[src/sseep_pkg.sv]
// =====================================================================
// =====================================================================
package sseep_pkg;
    // =================================================================
    // Register byte addresses
    localparam logic [7:0] SSEEP_A_TXBUF  = 8'h00;  // Transmit buffer
    localparam logic [7:0] SSEEP_A_RXBUF  = 8'h04;  // Receive buffer, overrun flag
    localparam logic [7:0] SSEEP_A_BAUD   = 8'h08;  // baud_divider
    localparam logic [7:0] SSEEP_A_MODE   = 8'h0C;  // serial_mode_reg
    localparam logic [7:0] SSEEP_A_CTL0   = 8'h10;  // Clock and handshake control
    localparam logic [7:0] SSEEP_A_CTL1   = 8'h14;  // txrx_control_one
    localparam logic [7:0] SSEEP_A_SHARED = 8'h18;  // shared_serial_control
    localparam logic [7:0] SSEEP_A_SMR1   = 8'h1C;  // special_mode_one
    localparam logic [7:0] SSEEP_A_SMR2   = 8'h20;  // special_mode_two
    localparam logic [7:0] SSEEP_A_SMR3   = 8'h24;  // special_mode_three
    localparam logic [7:0] SSEEP_A_TXIC   = 8'h28;  // tx_interrupt_control
    // =================================================================
    // Field positions
    localparam int MODE_CLOCK_SOURCE_DIR  = 3;  // clock_source_dir
    localparam int MODE_PIN_POLARITY_SEL  = 7;  // pin_polarity_sel
    localparam int C0_CRS      = 2;  // handshake_sel
    localparam int C0_SHIFT_REG_EMPTY    = 3;  // shift_reg_empty
    localparam int C0_CRD      = 4;  // handshake_disable
    localparam int C0_CLOCK_POLARITY    = 6;  // clock_polarity
    localparam int C0_BIT_ORDER_SEL    = 7;  // bit_order_sel
    localparam int C1_TE       = 0;  // tx_enable
    localparam int C1_TI       = 1;  // tx_buffer_empty
    localparam int C1_RE       = 2;  // rx_enable
    localparam int C1_RI       = 3;  // rx_complete
    localparam int C1_IRS      = 4;  // tx_irq_cause_sel
    localparam int C1_RRM      = 5;  // continuous_rx_mode
    localparam int C1_LCH      = 6;  // data_invert_sel
    localparam int C1_ERE      = 7;  // error_output_enable
    localparam int IC_IR       = 3;  // irq_request_flag
    localparam int RX_OER      = 8;  // overrun_flag
    // =================================================================
    // Values and resets
    localparam logic [2:0] SSEEP_MODE_SYNC  = 3'h1;   // Clock synchronous mode
    localparam logic [2:0] SSEEP_LVL_OFF    = 3'h0;   // Interrupt level 0
    localparam logic [7:0] SSEEP_RST_BYTE   = 8'h00;  // Register reset value
    localparam logic [7:0] SSEEP_C0_RST     = 8'h08;  // Shift register empty set
    localparam logic [7:0] SSEEP_C1_WMASK   = 8'hF5;  // Writable control one bits
    localparam logic [7:0] SSEEP_SHR_RMASK  = 8'h4F;  // Defined shared bits
    localparam logic [7:0] SSEEP_SHR_JUNK   = 8'hB0;  // Value seen on reserved bits
    localparam int         SSEEP_BITS       = 8;      // Bits per transfer
endpackage

[src/sseep_tick_if.sv]
`timescale 1ns/100ps
// =====================================================================
// Shift clock enable between divider and shifter
interface sseep_tick_if;
    logic tick;  // One-cycle half-period pulse
    logic run;   // Divider allowed to count
    modport src (output tick, input run);
    modport dst (input tick, output run);
endinterface

[src/sseep_baud_div.sv]
`timescale 1ns/100ps
// =====================================================================
// Baud divider: prescale by 1/8/32/2 then divide by (n+1)
module sseep_baud_div
    import sseep_pkg::*;
(
    input  wire logic       hclk,     // System clock
    input  wire logic       hresetn,  // Async reset, low
    input  wire logic [1:0] src_sel,  // Count source select
    input  wire logic [7:0] divisor,  // Divider value
    sseep_tick_if.src       tk        // Half-period tick out
);
    logic [4:0] pre_q;     // Prescaler count
    logic [7:0] cnt_q;     // Main divider count
    logic [4:0] pre_top;   // Prescaler limit
    logic       pre_tick;  // Prescaler output
    logic       tick_q;    // Registered tick
    assign pre_top  = (src_sel == 2'h0) ? 5'h00 : (src_sel == 2'h1) ? 5'h07 :
                      (src_sel == 2'h2) ? 5'h1F : 5'h01;
    assign pre_tick = (pre_q == pre_top);
    assign tk.tick  = tick_q;
    // =================================================================
    // Counters stop and reload while idle so the first half period is full
    always_ff @(posedge hclk or negedge hresetn) begin
        if (!hresetn) begin
            pre_q  <= 5'h00;
            cnt_q  <= 8'h00;
            tick_q <= 1'b0;
        end else if (!tk.run) begin
            pre_q  <= 5'h00;
            cnt_q  <= 8'h00;
            tick_q <= 1'b0;
        end else begin
            pre_q  <= pre_tick ? 5'h00 : pre_q + 5'h01;
            tick_q <= pre_tick && (cnt_q == divisor);
            if (pre_tick) begin
                cnt_q <= (cnt_q == divisor) ? 8'h00 : cnt_q + 8'h01;
            end
        end
    end
endmodule

[src/sseep_top.sv]
`timescale 1ns/100ps
// =====================================================================
// Clock synchronous serial channel for an external serial EEPROM
module sseep_top
    import sseep_pkg::*;
(
    input  wire logic        hclk,       // System clock
    input  wire logic        hresetn,    // Async reset, low
    input  wire logic        hsel,       // Slave select
    input  wire logic [31:0] haddr,      // Address
    input  wire logic [1:0]  htrans,     // Transfer type
    input  wire logic        hwrite,     // Write strobe
    input  wire logic [2:0]  hsize,      // Transfer size
    input  wire logic [31:0] hwdata,     // Write data
    input  wire logic        hready,     // Bus ready in
    output logic      [31:0] hrdata,     // Read data
    output logic             hreadyout,  // Always ready
    output logic             hresp,      // Always OKAY
    output logic             sclk_o,     // Transfer clock out
    output logic             txd_o,      // Serial data out
    input  wire logic        rxd_i,      // Serial data in
    output logic             tx_req_o    // Transmit request level
);
    // =================================================================
    // Registers
    logic [7:0] baud_q;           // baud_divider
    logic [7:0] mode_q;           // serial_mode_reg
    logic [7:0] ctl0_q;           // Clock control, writable part
    logic [7:0] ctl1_q;           // txrx_control_one, writable part
    logic [7:0] shr_q;            // shared_serial_control
    logic [7:0] smr1_q;           // special_mode_one
    logic [7:0] smr2_q;           // special_mode_two
    logic [7:0] smr3_q;           // special_mode_three
    logic [2:0] lvl_q;            // irq_priority_level
    logic       ir_q;             // irq_request_flag
    logic [7:0] txbuf_q;          // Transmit buffer
    logic       tbe_q;            // tx_buffer_empty
    logic [7:0] rxbuf_q;          // Receive buffer
    logic       ri_q;             // rx_complete
    logic       oer_q;            // overrun_flag
    logic [7:0] sh_q;             // Shift register
    logic [3:0] bit_q;            // Bits remaining
    logic       busy_q;           // Shift in progress
    logic       clk_q;            // Internal clock phase, idles at the inverse of cpol
    logic [1:0] rxs_q;            // rxd synchroniser
    logic       wr_q;             // Pending write data phase
    logic       rd_q;             // Pending read data phase
    logic [7:0] wa_q;             // Write address latch
    logic [31:0] hrdata_q;        // Read data register
    logic       txd_q;            // Output data register
    logic       sclk_q;           // Output clock register
    logic       req_q;            // Request output register
    logic       lead_q;           // Leading clock step seen last cycle
    sseep_tick_if tk ();          // Divider to shifter
    // =================================================================
    // Decode
    wire        acc    = hsel && hready && htrans[1];
    wire        sync_m = (mode_q[2:0] == SSEEP_MODE_SYNC) && !mode_q[MODE_CLOCK_SOURCE_DIR];
    wire        te     = ctl1_q[C1_TE];
    wire        re     = ctl1_q[C1_RE];
    wire        msbf   = ctl0_q[C0_BIT_ORDER_SEL];
    wire        inv    = ctl1_q[C1_LCH] ^ mode_q[MODE_PIN_POLARITY_SEL];
    wire        cpol   = ctl0_q[C0_CLOCK_POLARITY];
    wire        start  = sync_m && te && !tbe_q && !busy_q;
    wire        lead   = tk.tick && (clk_q ^ cpol);       // Drive edge reached
    wire        trail  = tk.tick && !(clk_q ^ cpol);      // Sample edge reached
    wire        rx_bit = rxs_q[1] ^ inv;
    wire        tx_bit = (msbf ? sh_q[7] : sh_q[0]) ^ inv;
    wire [7:0]  sh_nx  = msbf ? {sh_q[6:0], rx_bit} : {rx_bit, sh_q[7:1]};
    wire        last   = trail && (bit_q == 4'h1);
    wire        wr_go  = wr_q;
    wire        txb_wr = wr_go && (wa_q == SSEEP_A_TXBUF);
    wire        rxb_rd = acc && !hwrite && (haddr[7:0] == SSEEP_A_RXBUF);
    wire        cause  = ctl1_q[C1_IRS] ? last : (tbe_q == 1'b0 && start);
    // Handshake select and error output enable bits are stored only: flow control and
    // error output are never built, so both stay inert.
    wire [7:0]  c0_rd  = {ctl0_q[7:4], !busy_q, ctl0_q[2:0]};
    wire [7:0]  c1_rd  = {ctl1_q[7:4], ri_q, ctl1_q[2], tbe_q, ctl1_q[0]};
    wire [7:0]  shr_rd = (shr_q & SSEEP_SHR_RMASK) | SSEEP_SHR_JUNK;
    assign tk.run = busy_q;
    // =================================================================
    // Read mux
    logic [31:0] rd_mux;  // Selected read word
    always_comb begin
        rd_mux = 32'h0000_0000;
        unique case (haddr[7:0])
            SSEEP_A_TXBUF:  rd_mux = {24'h000000, txbuf_q};
            SSEEP_A_RXBUF:  rd_mux = {23'h000000, oer_q, rxbuf_q};
            SSEEP_A_BAUD:   rd_mux = {24'h000000, baud_q};
            SSEEP_A_MODE:   rd_mux = {24'h000000, mode_q};
            SSEEP_A_CTL0:   rd_mux = {24'h000000, c0_rd};
            SSEEP_A_CTL1:   rd_mux = {24'h000000, c1_rd};
            SSEEP_A_SHARED: rd_mux = {24'h000000, shr_rd};
            SSEEP_A_SMR1:   rd_mux = {24'h000000, smr1_q};
            SSEEP_A_SMR2:   rd_mux = {24'h000000, smr2_q};
            SSEEP_A_SMR3:   rd_mux = {24'h000000, smr3_q};
            SSEEP_A_TXIC:   rd_mux = {28'h0000000, ir_q, lvl_q};
            default:        rd_mux = 32'h0000_0000;  // Unmapped reads zero
        endcase
    end
    // =================================================================
    // Bus phases; zero wait state so hreadyout stays high
    always_ff @(posedge hclk or negedge hresetn) begin
        if (!hresetn) begin
            wr_q     <= 1'b0;
            rd_q     <= 1'b0;
            wa_q     <= 8'h00;
            hrdata_q <= 32'h0000_0000;
        end else begin
            wr_q <= acc && hwrite;
            rd_q <= acc && !hwrite;
            if (acc) begin
                wa_q <= haddr[7:0];
            end
            if (acc && !hwrite) begin
                hrdata_q <= rd_mux;
            end
        end
    end
    // =================================================================
    // Software registers; all reset to 00 except the empty flags
    always_ff @(posedge hclk or negedge hresetn) begin
        if (!hresetn) begin
            baud_q <= SSEEP_RST_BYTE;
            mode_q <= SSEEP_RST_BYTE;
            ctl0_q <= SSEEP_RST_BYTE;
            ctl1_q <= SSEEP_RST_BYTE;
            shr_q  <= SSEEP_RST_BYTE;
            smr1_q <= SSEEP_RST_BYTE;
            smr2_q <= SSEEP_RST_BYTE;
            smr3_q <= SSEEP_RST_BYTE;
            lvl_q  <= SSEEP_LVL_OFF;
        end else if (wr_go) begin
            unique case (wa_q)
                SSEEP_A_BAUD:   baud_q <= hwdata[7:0];
                SSEEP_A_MODE:   mode_q <= hwdata[7:0];
                SSEEP_A_CTL0:   ctl0_q <= hwdata[7:0] & 8'hF7;
                SSEEP_A_CTL1:   ctl1_q <= hwdata[7:0] & SSEEP_C1_WMASK;
                SSEEP_A_SHARED: shr_q  <= hwdata[7:0];
                SSEEP_A_SMR1:   smr1_q <= hwdata[7:0];
                SSEEP_A_SMR2:   smr2_q <= hwdata[7:0];
                SSEEP_A_SMR3:   smr3_q <= hwdata[7:0];
                SSEEP_A_TXIC:   lvl_q  <= hwdata[2:0];
                default:        ;  // Writes elsewhere are dropped
            endcase
        end
    end
    // =================================================================
    // Request flag: a new request wins over a software clear
    always_ff @(posedge hclk or negedge hresetn) begin
        if (!hresetn) begin
            ir_q <= 1'b0;
        end else if (cause) begin
            ir_q <= 1'b1;
        end else if (wr_go && wa_q == SSEEP_A_TXIC && !hwdata[IC_IR]) begin
            ir_q <= 1'b0;
        end
    end
    // =================================================================
    // Transmit buffer and empty flag
    always_ff @(posedge hclk or negedge hresetn) begin
        if (!hresetn) begin
            txbuf_q <= 8'h00;
            tbe_q   <= 1'b1;
        end else if (txb_wr) begin
            txbuf_q <= hwdata[7:0];
            tbe_q   <= 1'b0;
        end else if (start) begin
            tbe_q   <= 1'b1;
        end
    end
    // =================================================================
    // Shifter: eight clocks, drive on leading edge, sample on trailing
    always_ff @(posedge hclk or negedge hresetn) begin
        if (!hresetn) begin
            sh_q   <= 8'h00;
            bit_q  <= 4'h0;
            busy_q <= 1'b0;
            clk_q  <= 1'b1;
        end else if (start) begin
            sh_q   <= txbuf_q;
            bit_q  <= 4'(SSEEP_BITS);
            busy_q <= 1'b1;
            clk_q  <= !cpol;
        end else if (busy_q && tk.tick) begin
            clk_q <= !clk_q;
            if (trail) begin
                sh_q  <= sh_nx;
                bit_q <= bit_q - 4'h1;
            end
            if (last) begin
                busy_q <= 1'b0;
            end
        end else if (!busy_q) begin
            clk_q <= !cpol;
        end
    end
    // =================================================================
    // Receive buffer; a byte only arrives with a transmit
    always_ff @(posedge hclk or negedge hresetn) begin
        if (!hresetn) begin
            rxbuf_q <= 8'h00;
            ri_q    <= 1'b0;
            oer_q   <= 1'b0;
        end else if (last && re) begin
            rxbuf_q <= sh_nx;
            ri_q    <= 1'b1;
            oer_q   <= oer_q | ri_q;
        end else if (rxb_rd) begin
            ri_q  <= 1'b0;
            oer_q <= 1'b0;
        end
    end
    // =================================================================
    // Pins: rxd crosses two flops; outputs registered.
    // Data moves one cycle after the leading step, together with the pin's
    // leading edge, so it never changes at the far side's sampling edge.
    // Limitation: the synchroniser delay needs half periods of 4+ cycles.
    always_ff @(posedge hclk or negedge hresetn) begin
        if (!hresetn) begin
            rxs_q  <= 2'b11;
            txd_q  <= 1'b1;
            sclk_q <= 1'b1;
            req_q  <= 1'b0;
            lead_q <= 1'b0;
        end else begin
            rxs_q  <= {rxs_q[0], rxd_i};
            sclk_q <= clk_q;
            req_q  <= ir_q && (lvl_q != SSEEP_LVL_OFF);
            lead_q <= lead && busy_q;
            if (lead_q) begin
                txd_q <= tx_bit;
            end else if (!busy_q && (sclk_q == clk_q)) begin
                txd_q <= 1'b1;    // Idle only after the last sampling edge is out
            end
        end
    end
    assign hrdata    = hrdata_q;
    assign hreadyout = 1'b1;
    assign hresp     = 1'b0;
    assign sclk_o    = sclk_q;
    assign txd_o     = txd_q;
    assign tx_req_o  = req_q;
    // =================================================================
    // Divider
    sseep_baud_div u_div (
        .hclk    (hclk),
        .hresetn (hresetn),
        .src_sel (ctl0_q[1:0]),
        .divisor (baud_q),
        .tk      (tk)
    );
    // =================================================================
    // Checks
    property p_busy_len;
        @(posedge hclk) disable iff (!hresetn)
        start |=> busy_q [*8];
    endproperty
    a_busy_len: assert property (p_busy_len) else $error("shift ended early");
    property p_tbe_set;
        @(posedge hclk) disable iff (!hresetn)
        start |=> tbe_q;
    endproperty
    a_tbe_set: assert property (p_tbe_set) else $error("buffer not freed");
    property p_no_tx;
        @(posedge hclk) disable iff (!hresetn)
        (!te && !busy_q) |=> !busy_q;
    endproperty
    a_no_tx: assert property (p_no_tx) else $error("sent while disabled");
    property p_ri;
        @(posedge hclk) disable iff (!hresetn)
        (last && re) |=> ri_q;
    endproperty
    a_ri: assert property (p_ri) else $error("receive flag missing");
    property p_no_rx;
        @(posedge hclk) disable iff (!hresetn)
        (!re && !rxb_rd) |=> !$rose(ri_q);
    endproperty
    a_no_rx: assert property (p_no_rx) else $error("received while disabled");
    property p_ir;
        @(posedge hclk) disable iff (!hresetn)
        cause |=> ir_q;
    endproperty
    a_ir: assert property (p_ir) else $error("request lost");
    property p_req_off;
        @(posedge hclk) disable iff (!hresetn)
        (lvl_q == SSEEP_LVL_OFF) |=> !tx_req_o;
    endproperty
    a_req_off: assert property (p_req_off) else $error("level 0 request");
    property p_empty;
        @(posedge hclk) disable iff (!hresetn)
        $fell(busy_q) |-> (bit_q == 4'h0);
    endproperty
    a_empty: assert property (p_empty) else $error("shift empty wrong");
    property p_tx_fall;
        @(posedge hclk) disable iff (!hresetn)
        ($changed(txd_q) && $past(busy_q)) |-> (sclk_q == cpol);
    endproperty
    a_tx_fall: assert property (p_tx_fall) else $error("data moved off leading edge");
endmodule

[config.mk]
export PLATFORM = sky130hd
export DESIGN_NAME = sseep_top
export DESIGN_NICKNAME = d
export VERILOG_FILES = /design/src/sseep_pkg.sv /design/src/sseep_tick_if.sv /design/src/sseep_baud_div.sv /design/src/sseep_top.sv
export SDC_FILE = /design/constraint.sdc
export NUM_CORES = 1
export LEC_CHECK = 0
export BUFFER_PORTS_ARGS = -buffer_cell sky130_fd_sc_hd__buf_2
export CELL_PAD_IN_SITES_DETAIL_PLACEMENT = 0
export CELL_PAD_IN_SITES_GLOBAL_PLACEMENT = 1
export CORE_MARGIN = 2
export CORE_UTILIZATION = 45
export CTS_CLUSTER_DIAMETER = 30
export CTS_CLUSTER_SIZE = 12
export DETAILED_ROUTE_END_ITERATION = 10
export MAX_ROUTING_LAYER = met4
export PLACE_DENSITY = 0.79
export SLEW_MARGIN = 20
export SYNTH_ARGS = -nofsm -noshare
export SYNTH_HDL_FRONTEND = slang
export SYNTH_HIERARCHICAL = 1
export SYNTH_SLANG_ARGS = --single-unit
[constraint.sdc]
create_clock -name hclk -period 2.1 [get_ports hclk]
set_input_delay 0.42 -clock hclk [delete_from_list [all_inputs] [get_ports hclk]]
set_output_delay 0.42 -clock hclk [all_outputs]
set_load 0.05 [all_outputs]
==> results of run 1 <==
==> Yosys cell counts (7+ instances only) <==
cell,count
dfrtp_1,127
mux2_2,73
nand2_1,46
nor2_1,30
buf_4,26
o21ai_0,26
mux2i_1,23
xnor2_1,16
clkbuf_1,12
nand3_1,12
inv_1,11
a21oi_1,10
a22oi_1,10
a22o_1,8
and2_1,8
mux2_4,8
nand4_1,8
buf_2,7
or3_1,7
==> report_power, final <==
| group | total (mW) | internal [mW] | switching, mW |
|---|---|---|---|
| registers | 3.22 | 2.91 | 0.308 |
| logic | 1.39 | 0.566 | 0.824 |
| clock network | 3.09 | 2.02 | 1.06 |
==> metal layers <==
metal	up-vias	wire length [um]	global-route usage [%]
met3	34	905	5.477
li1	2202	-	-
met2	177	8107	35.52
met1	2429	7588	31.03
met5	-	0	-
met4	0	436	8.562
==> path summary, 6_finish.rpt <==
| check | startpoint | end | slack [ns] |
|---|---|---|---|
| worst max register to register | ctl0_q[0] | u_div/cnt_q[5] | 0.11 |
| max in group asynchronous | hresetn | smr3_q[6] | 0.93 |
| worst max-delay path | ctl0_q[0] | u_div/cnt_q[5] | 0.11 |
| worst min register to register | rxs_q[0] | rxs_q[1] | 0.36 |
| min in group asynchronous | hresetn | tx_req_o | 0.54 |
| worst min-delay path | rxd_i | rxs_q[0] | 0.1 |
==> cell families after synthesis <==
group | Yosys count
buffers and inverters | 60
XOR/XNOR | 20
flip-flops | 133
AND/OR/NAND/NOR | 156
adder cells (fa/ha/maj) | 6
multiplexers | 105
AO/OA/AOI/OAI | 97
other | 2
==> cells in the final DEF, fill, tap and decap left out, drive strengths merged, types with 11 or more instances in the layout <==
master and instances:
buf 78, inv 11, conb 25, nor2 34
mux2i 23, o21ai 27, clkbuf 20, mux2 81
nand3 12, xnor2 16, nand2 46, dfrtp 127
==> flip-flops by register name, summed over array words and instances (netlist names), 2 cells and up <==
name and flops:
u_div/pre_q 5, smr3_q 8, ctl0_q 7, ctl1_q 6
smr1_q 8, smr2_q 8, rxbuf_q 8, baud_q 8
bit_q 4, txbuf_q 8, hrdata 9, mode_q 8
sh_q 8, shr_q 5, wa_q 8, lvl_q 3
u_div/cnt_q 8, rxs_q 2
==> cell type report <==
cell class                      instances  area [sq um]
Fill cell                            1231          6646
Sequential cell                       133          3336
Multi-Input combinational cell        409          3059
Timing Repair Buffer                   79         554.3
Clock buffer                           20         456.7
Tap cell                              184         230.2
Clock inverter                         10         155.1
Inverter                               11         41.29
==> metrics by stage <==
stage	instance area (sq um)	total power [mW]	worst slack [ns]	hold WS, ns
final	7833	7.695	0.1141	0.09718
after CTS	7810	7.710	0.09226	0.08105
after global placement	7188	4.539	-0.07748	0.3483
after detailed placement	7188	4.603	-0.09451	0.3509
after floorplan	6734	4.153	0.2861	0.1244
after global routing	7833	8.067	-0.002721	0.08171
==> what timing repair did <==
item | in CTS | in global routing
endpoints found under the setup margin | 0 | 4
setup buffers | 0 | 3
endpoints found under the hold margin | 47 | 0
hold buffers | 1 | 0
==> qor.csv, run 1 <==
metric,value,unit
"Cell Area, Synth",6648,sq um
CP bufs+invs,2,
CTS Sinks,133,
CTS buffer count,17,
total wire length,17.04,mm
Max Cap Viol,0,
layout cells sized above 1,32.48,%
die area,15760,sq um
I/O Buffers,34,
Post-DP HPWL,12.74,mm
top-area cell type share of the netlist area,47.81,%
r2r worst-path depth,7,
Fin Clk Skew,0.007239,ns
drt first pass iters,4,
first-pass GRT wire length,27.51,mm
"CTS clk-pin slew, worst paths",0.06,ns
n_diodes,0,
Synth Warn #,6,
via count,4842,
Synth Register Bits,133,
Post-Route Setup TNS,0,ns
CTS tree,done,
All-Layer GR Usage,23.48,%
Worst Path Required,2.43,ns
status,completed,
Setup CP Type,reg2reg,
area added between synthesis and finish,17.82,%
CTS Buffer Depth,2,
Crit path depth,7,
Layout Cells excl Fill,846,
Peak VDD IR,0.5844,mV
row cnt,44,
synth top area cells,"dfrtp_1 (48%), mux2_2 (12%), mux2i_1 (3.5%)",
Pins Over Slew Limit,0,
remaining routing DRC violations,0,
Nets,732,
CP max stage delay,0.38,ns
"Seq/Total Area, Yosys",50.18,%
pin count of the biggest net entering global routing,60,
min Tclk post-route,1.986,ns
width of the die,125.5,um
critical-path cell list,"inv_1, ha_1, or3_1, a221oi_2, buf_4, o21ai_2, o221ai_1",
Main synth FF type,dfrtp_1,
CP Max Fanout,8,
Startpoint Class,register,
RD Place Congestion,0.8872,
Die Ht,125.5,um
"Avg Cell Area, Syn",11.48,sq um
final hold violation count,0,
Pleak,3.538,nW
largest family of logic cells by synthesized area,multiplexers,
# H-tree levels,4,
CTS resizes,0,
Post-synth EDFFs,0,
post-route ant nets,0,
placed cells,812,
PwrDens,982.4,nW/um^2
Worst Hold Class,in2reg,
clk_lat worst skew,0.42,ns
vias in the first global route,4952,
Yosys top cell by area,dfrtp_1,
Core Area,14480,sq um
CP top delay family,compound AO/OA/AOI/OAI gates,
Post-Synth Simple-Gate Area,12.37,%
mux share of post-synthesis cell area,17.97,%
clk root buf,clkbuf_16,
Congestion Overflow GR,0,
Top Ports,112,
ys async rst share,100.0,%
Synth Instances,579,
WL/cell,20.14,um
Unique masters post-synth,63,
Worst EP arrival,2.31,ns
compound-cell area share of the yosys netlist,10.50,%
Vias/cell,5.723,
Tcrit/Tclk final,94.57,%
XOR/XNOR Fraction of Synth Area,2.635,%
Initial Util,45.91,%
antenna violations before repair,0,
fin util,54.10,%
Worst slew margin,51.19,%
DR iter-0 viols,395,
maximum clock rate,503.5,MHz
Slew @ Worst Pin,0.7137,ns
worst hold stages,1,
slowest CP cell,dfrtp_1,
Final setup viols,0,
Setup crit end kind,register,
Synth Area in Adders,1.129,%
No activity file was read; power rests on OpenSTA's default activity.
==> run 2, diff against run 1 <==
clock period = 2.25 ns   (was 2.1 ns; I/O delays follow)
==> run 2 against run 1 <==
  * Sequential share of layout area rose by 0.73 points
  * Combinational power fell by 9%
  * Global-route usage fell by 0.64 points
  * Maximum frequency fell by 6.0%
  * Sequential power fell by 6.8%
  * Wire length fell by 1.8%
  * Clock power fell by 11%
  * Critical path type unchanged
  * Largest cell class unchanged
  * Largest power group unchanged
  * Highest routed layer unchanged
==> qor.csv, run 2 (synthesis results as in run 1) <==
metric,value,unit,change
CP Max Fanout,8,,unchanged
CTS tree,done,,
Die Ht,125.5,um,unchanged
worst r2r src,wa_q[0],,
unrepaired setup endpoints after global routing,false,,
RD Place Congestion,0.9377,,+5.7%
r2r worst-path depth,4,,-3
Setup CP Type,reg2reg,,
layout cells sized above 1,31.23,%,-1.2 points
width of the die,125.5,um,unchanged
design area,7700,sq um,-1.7%
filler instances,1271,,+3.2%
Setup crit end kind,register,,
n_diodes,0,,unchanged
clk root buf,clkbuf_16,,
Worst EP arrival,2.41,ns,+0.10 ns
Initial Util,45.91,%,unchanged
met1 Resource Use GR,29.69,%,-1.3 points
All-Layer GR Usage,22.84,%,-0.64 points
Peak VDD IR,0.5610,mV,-4.0%
Fin Clk Skew,0.007893,ns,+0.0006535 ns
via count,4717,,-2.6%
Pins Over Slew Limit,0,,unchanged
Worst slew margin,58.89,%,+7.7 points
Worst Hold Class,in2async,,
CTS Sinks,133,,unchanged
maximum clock rate,473.5,MHz,-6.0%
Core Area,14480,sq um,unchanged
critical-path cell list,"nor3b_1, nand2_1, or3_1, mux2_2",,
"commonest non-fill, non-tap cells in the layout","dfrtp_1 (127), mux2_2 (73), nand2_1 (46), buf_2 (33), nor2_1 (30)",,
Hold Slack,0.03844,ns,-0.05874 ns
CTS Buffer Depth,2,,unchanged
DP Worst Slack,0.008318,ns,+0.1028 ns
Reg2Reg Capture Point,mode_q[4],,
CTS buffer count,17,,unchanged
"most common cell after layout, fill and taps aside",dfrtp_1,,
setup bufs post-CTS,0,,unchanged
WL/cell,20.06,um,-0.40%
total wire length,16.73,mm,-1.8%
I/O Buffers,34,,unchanged
post-route ant nets,0,,unchanged
clk_lat worst skew,0.42,ns,about the same
Congestion Overflow GR,0,,unchanged
status,completed,,
# H-tree levels,4,,unchanged
min Tclk post-route,2.112,ns,+0.1258 ns
"setup slack, reg-to-reg",0.14,ns,+0.02 ns
final hold violation count,0,,unchanged
Placed Area,7101,sq um,-1.2%
area added between synthesis and finish,15.83,%,
Post-DP HPWL,12.34,mm,-3.1%
worst setup margin,0.1383,ns,+0.02423 ns
PwrDens,909.9,nW/um^2,-7.4%
row cnt,44,,unchanged
Final setup viols,0,,unchanged
Top Ports,112,,unchanged
crit path to,mode_q[4],,
Slew @ Worst Pin,0.6166,ns,-0.09707 ns
slowest CP cell,or3_1,,
Pleak,3.461,nW,-2.2%
Largest register FFs,9,,unchanged
DR iter-0 viols,401,,+1.5%
Top Usage Layer GRT,met2,,
met3 usage in global routing,3.979,%,-1.5 points
drt first pass iters,5,,+1
Startpoint Class,register,,
die area,15760,sq um,unchanged
first-pass GRT wire length,26.70,mm,-2.9%
pin count of the biggest net entering global routing,67,,+12%
"CTS clk-pin slew, worst paths",0.06,ns,about the same
Max Cap Viol,0,,unchanged
Post-Route Setup TNS,0,ns,unchanged
Nets,718,,-1.9%
Vias/cell,5.656,,-1.2%
remaining routing DRC violations,0,,unchanged
Worst Path Required,2.55,ns,+0.12 ns
CP max stage delay,0.58,ns,+0.20 ns
antenna violations before repair,0,,unchanged
crit path from,wa_q[0],,
vias in the first global route,4849,,-2.1%
Tcrit/Tclk final,93.85,%,-0.71 points
M2 GR Usage,35.29,%,-0.22 points
[run 2: cell count changes in the layout (fill, tap and decap cells not counted)]
cell | before | now
bufinv_16 | 4 | 2
clkbuf_1 | 1 | 2
buf_12 | 3 | 2
a221oi_2 | 1 | 0
dlygate4sd3_1 | 1 | 0
clkbuf_8 | 2 | 4
buf_4 | 41 | 29
a221oi_4 | 0 | 1
clkinv_2 | 4 | 5
[run 2: metrics by stage]
step / power (mW) / utilization, % / instances
after detailed placement: 4.280 / 49.04 / 802
after floorplan: 3.876 / - / 602
after global routing: 7.326 / 53.18 / 834
after global placement: 4.224 / 49.04 / 802
after CTS: 7.027 / 53.10 / 834
final: 7.006 / 53.18 / 834
[run 2: layout make-up]
cell class | instances | area [sq um] | area share (%)
multi-input cells | 409 | 3070 | 39.88
well taps | 184 | 230.2 | 2.990
flip-flops and latches | 133 | 3336 | 43.32
clock buffers | 23 | 488.0 | 6.337
repair buffers | 65 | 434.2 | 5.639
clock inverters | 9 | 100.1 | 1.300
inverters | 11 | 41.29 | 0.5362
[run 2: what timing repair did]
action | in CTS | in global routing
gates resized for setup | 0 | 1
setup endpoints to repair | 0 | 1
hold buffers | 0 | 0
[run 2: report_power, final]
group / internal, mW / total [mW] / switching, mW
Combinational: 0.501 / 1.27 / 0.765
Clock: 1.74 / 2.74 / 1.01
Sequential: 2.72 / 3.00 / 0.280
[run 2: worst min-delay path by stage]
stage / start / end / slack [ns] / depth (start not counted)
3_5_place_dp: rxs_q[0] / rxs_q[1] / 0.35 / 0
6_report: hresetn / tx_req_o / 0.04 / 1
3_3_place_gp: rxs_q[0] / rxs_q[1] / 0.35 / 0
2_1_floorplan: hresetn / baud_q[0] / 0.15 / 0
5_1_grt: hresetn / lvl_q[2] / 0.07 / 1
4_1_cts: hresetn / tx_req_o / 0.05 / 1
[run 2: metal layers]
| layer | part of all wire [%] | up-vias |
|---|---|---|
| li1 | - | 2173 |
| met1 | 46 | 2369 |
| met2 | 47 | 138 |
| met3 | 4.6 | 37 |
| met4 | 2.8 | 0 |
| met5 | 0 | - |
[run 2: critical path: cells and delay by family, from the launching register on]
family,cells,cell delay [ns]
flops,1,0.39
mux,1,0.36
simple gates,3,1.24
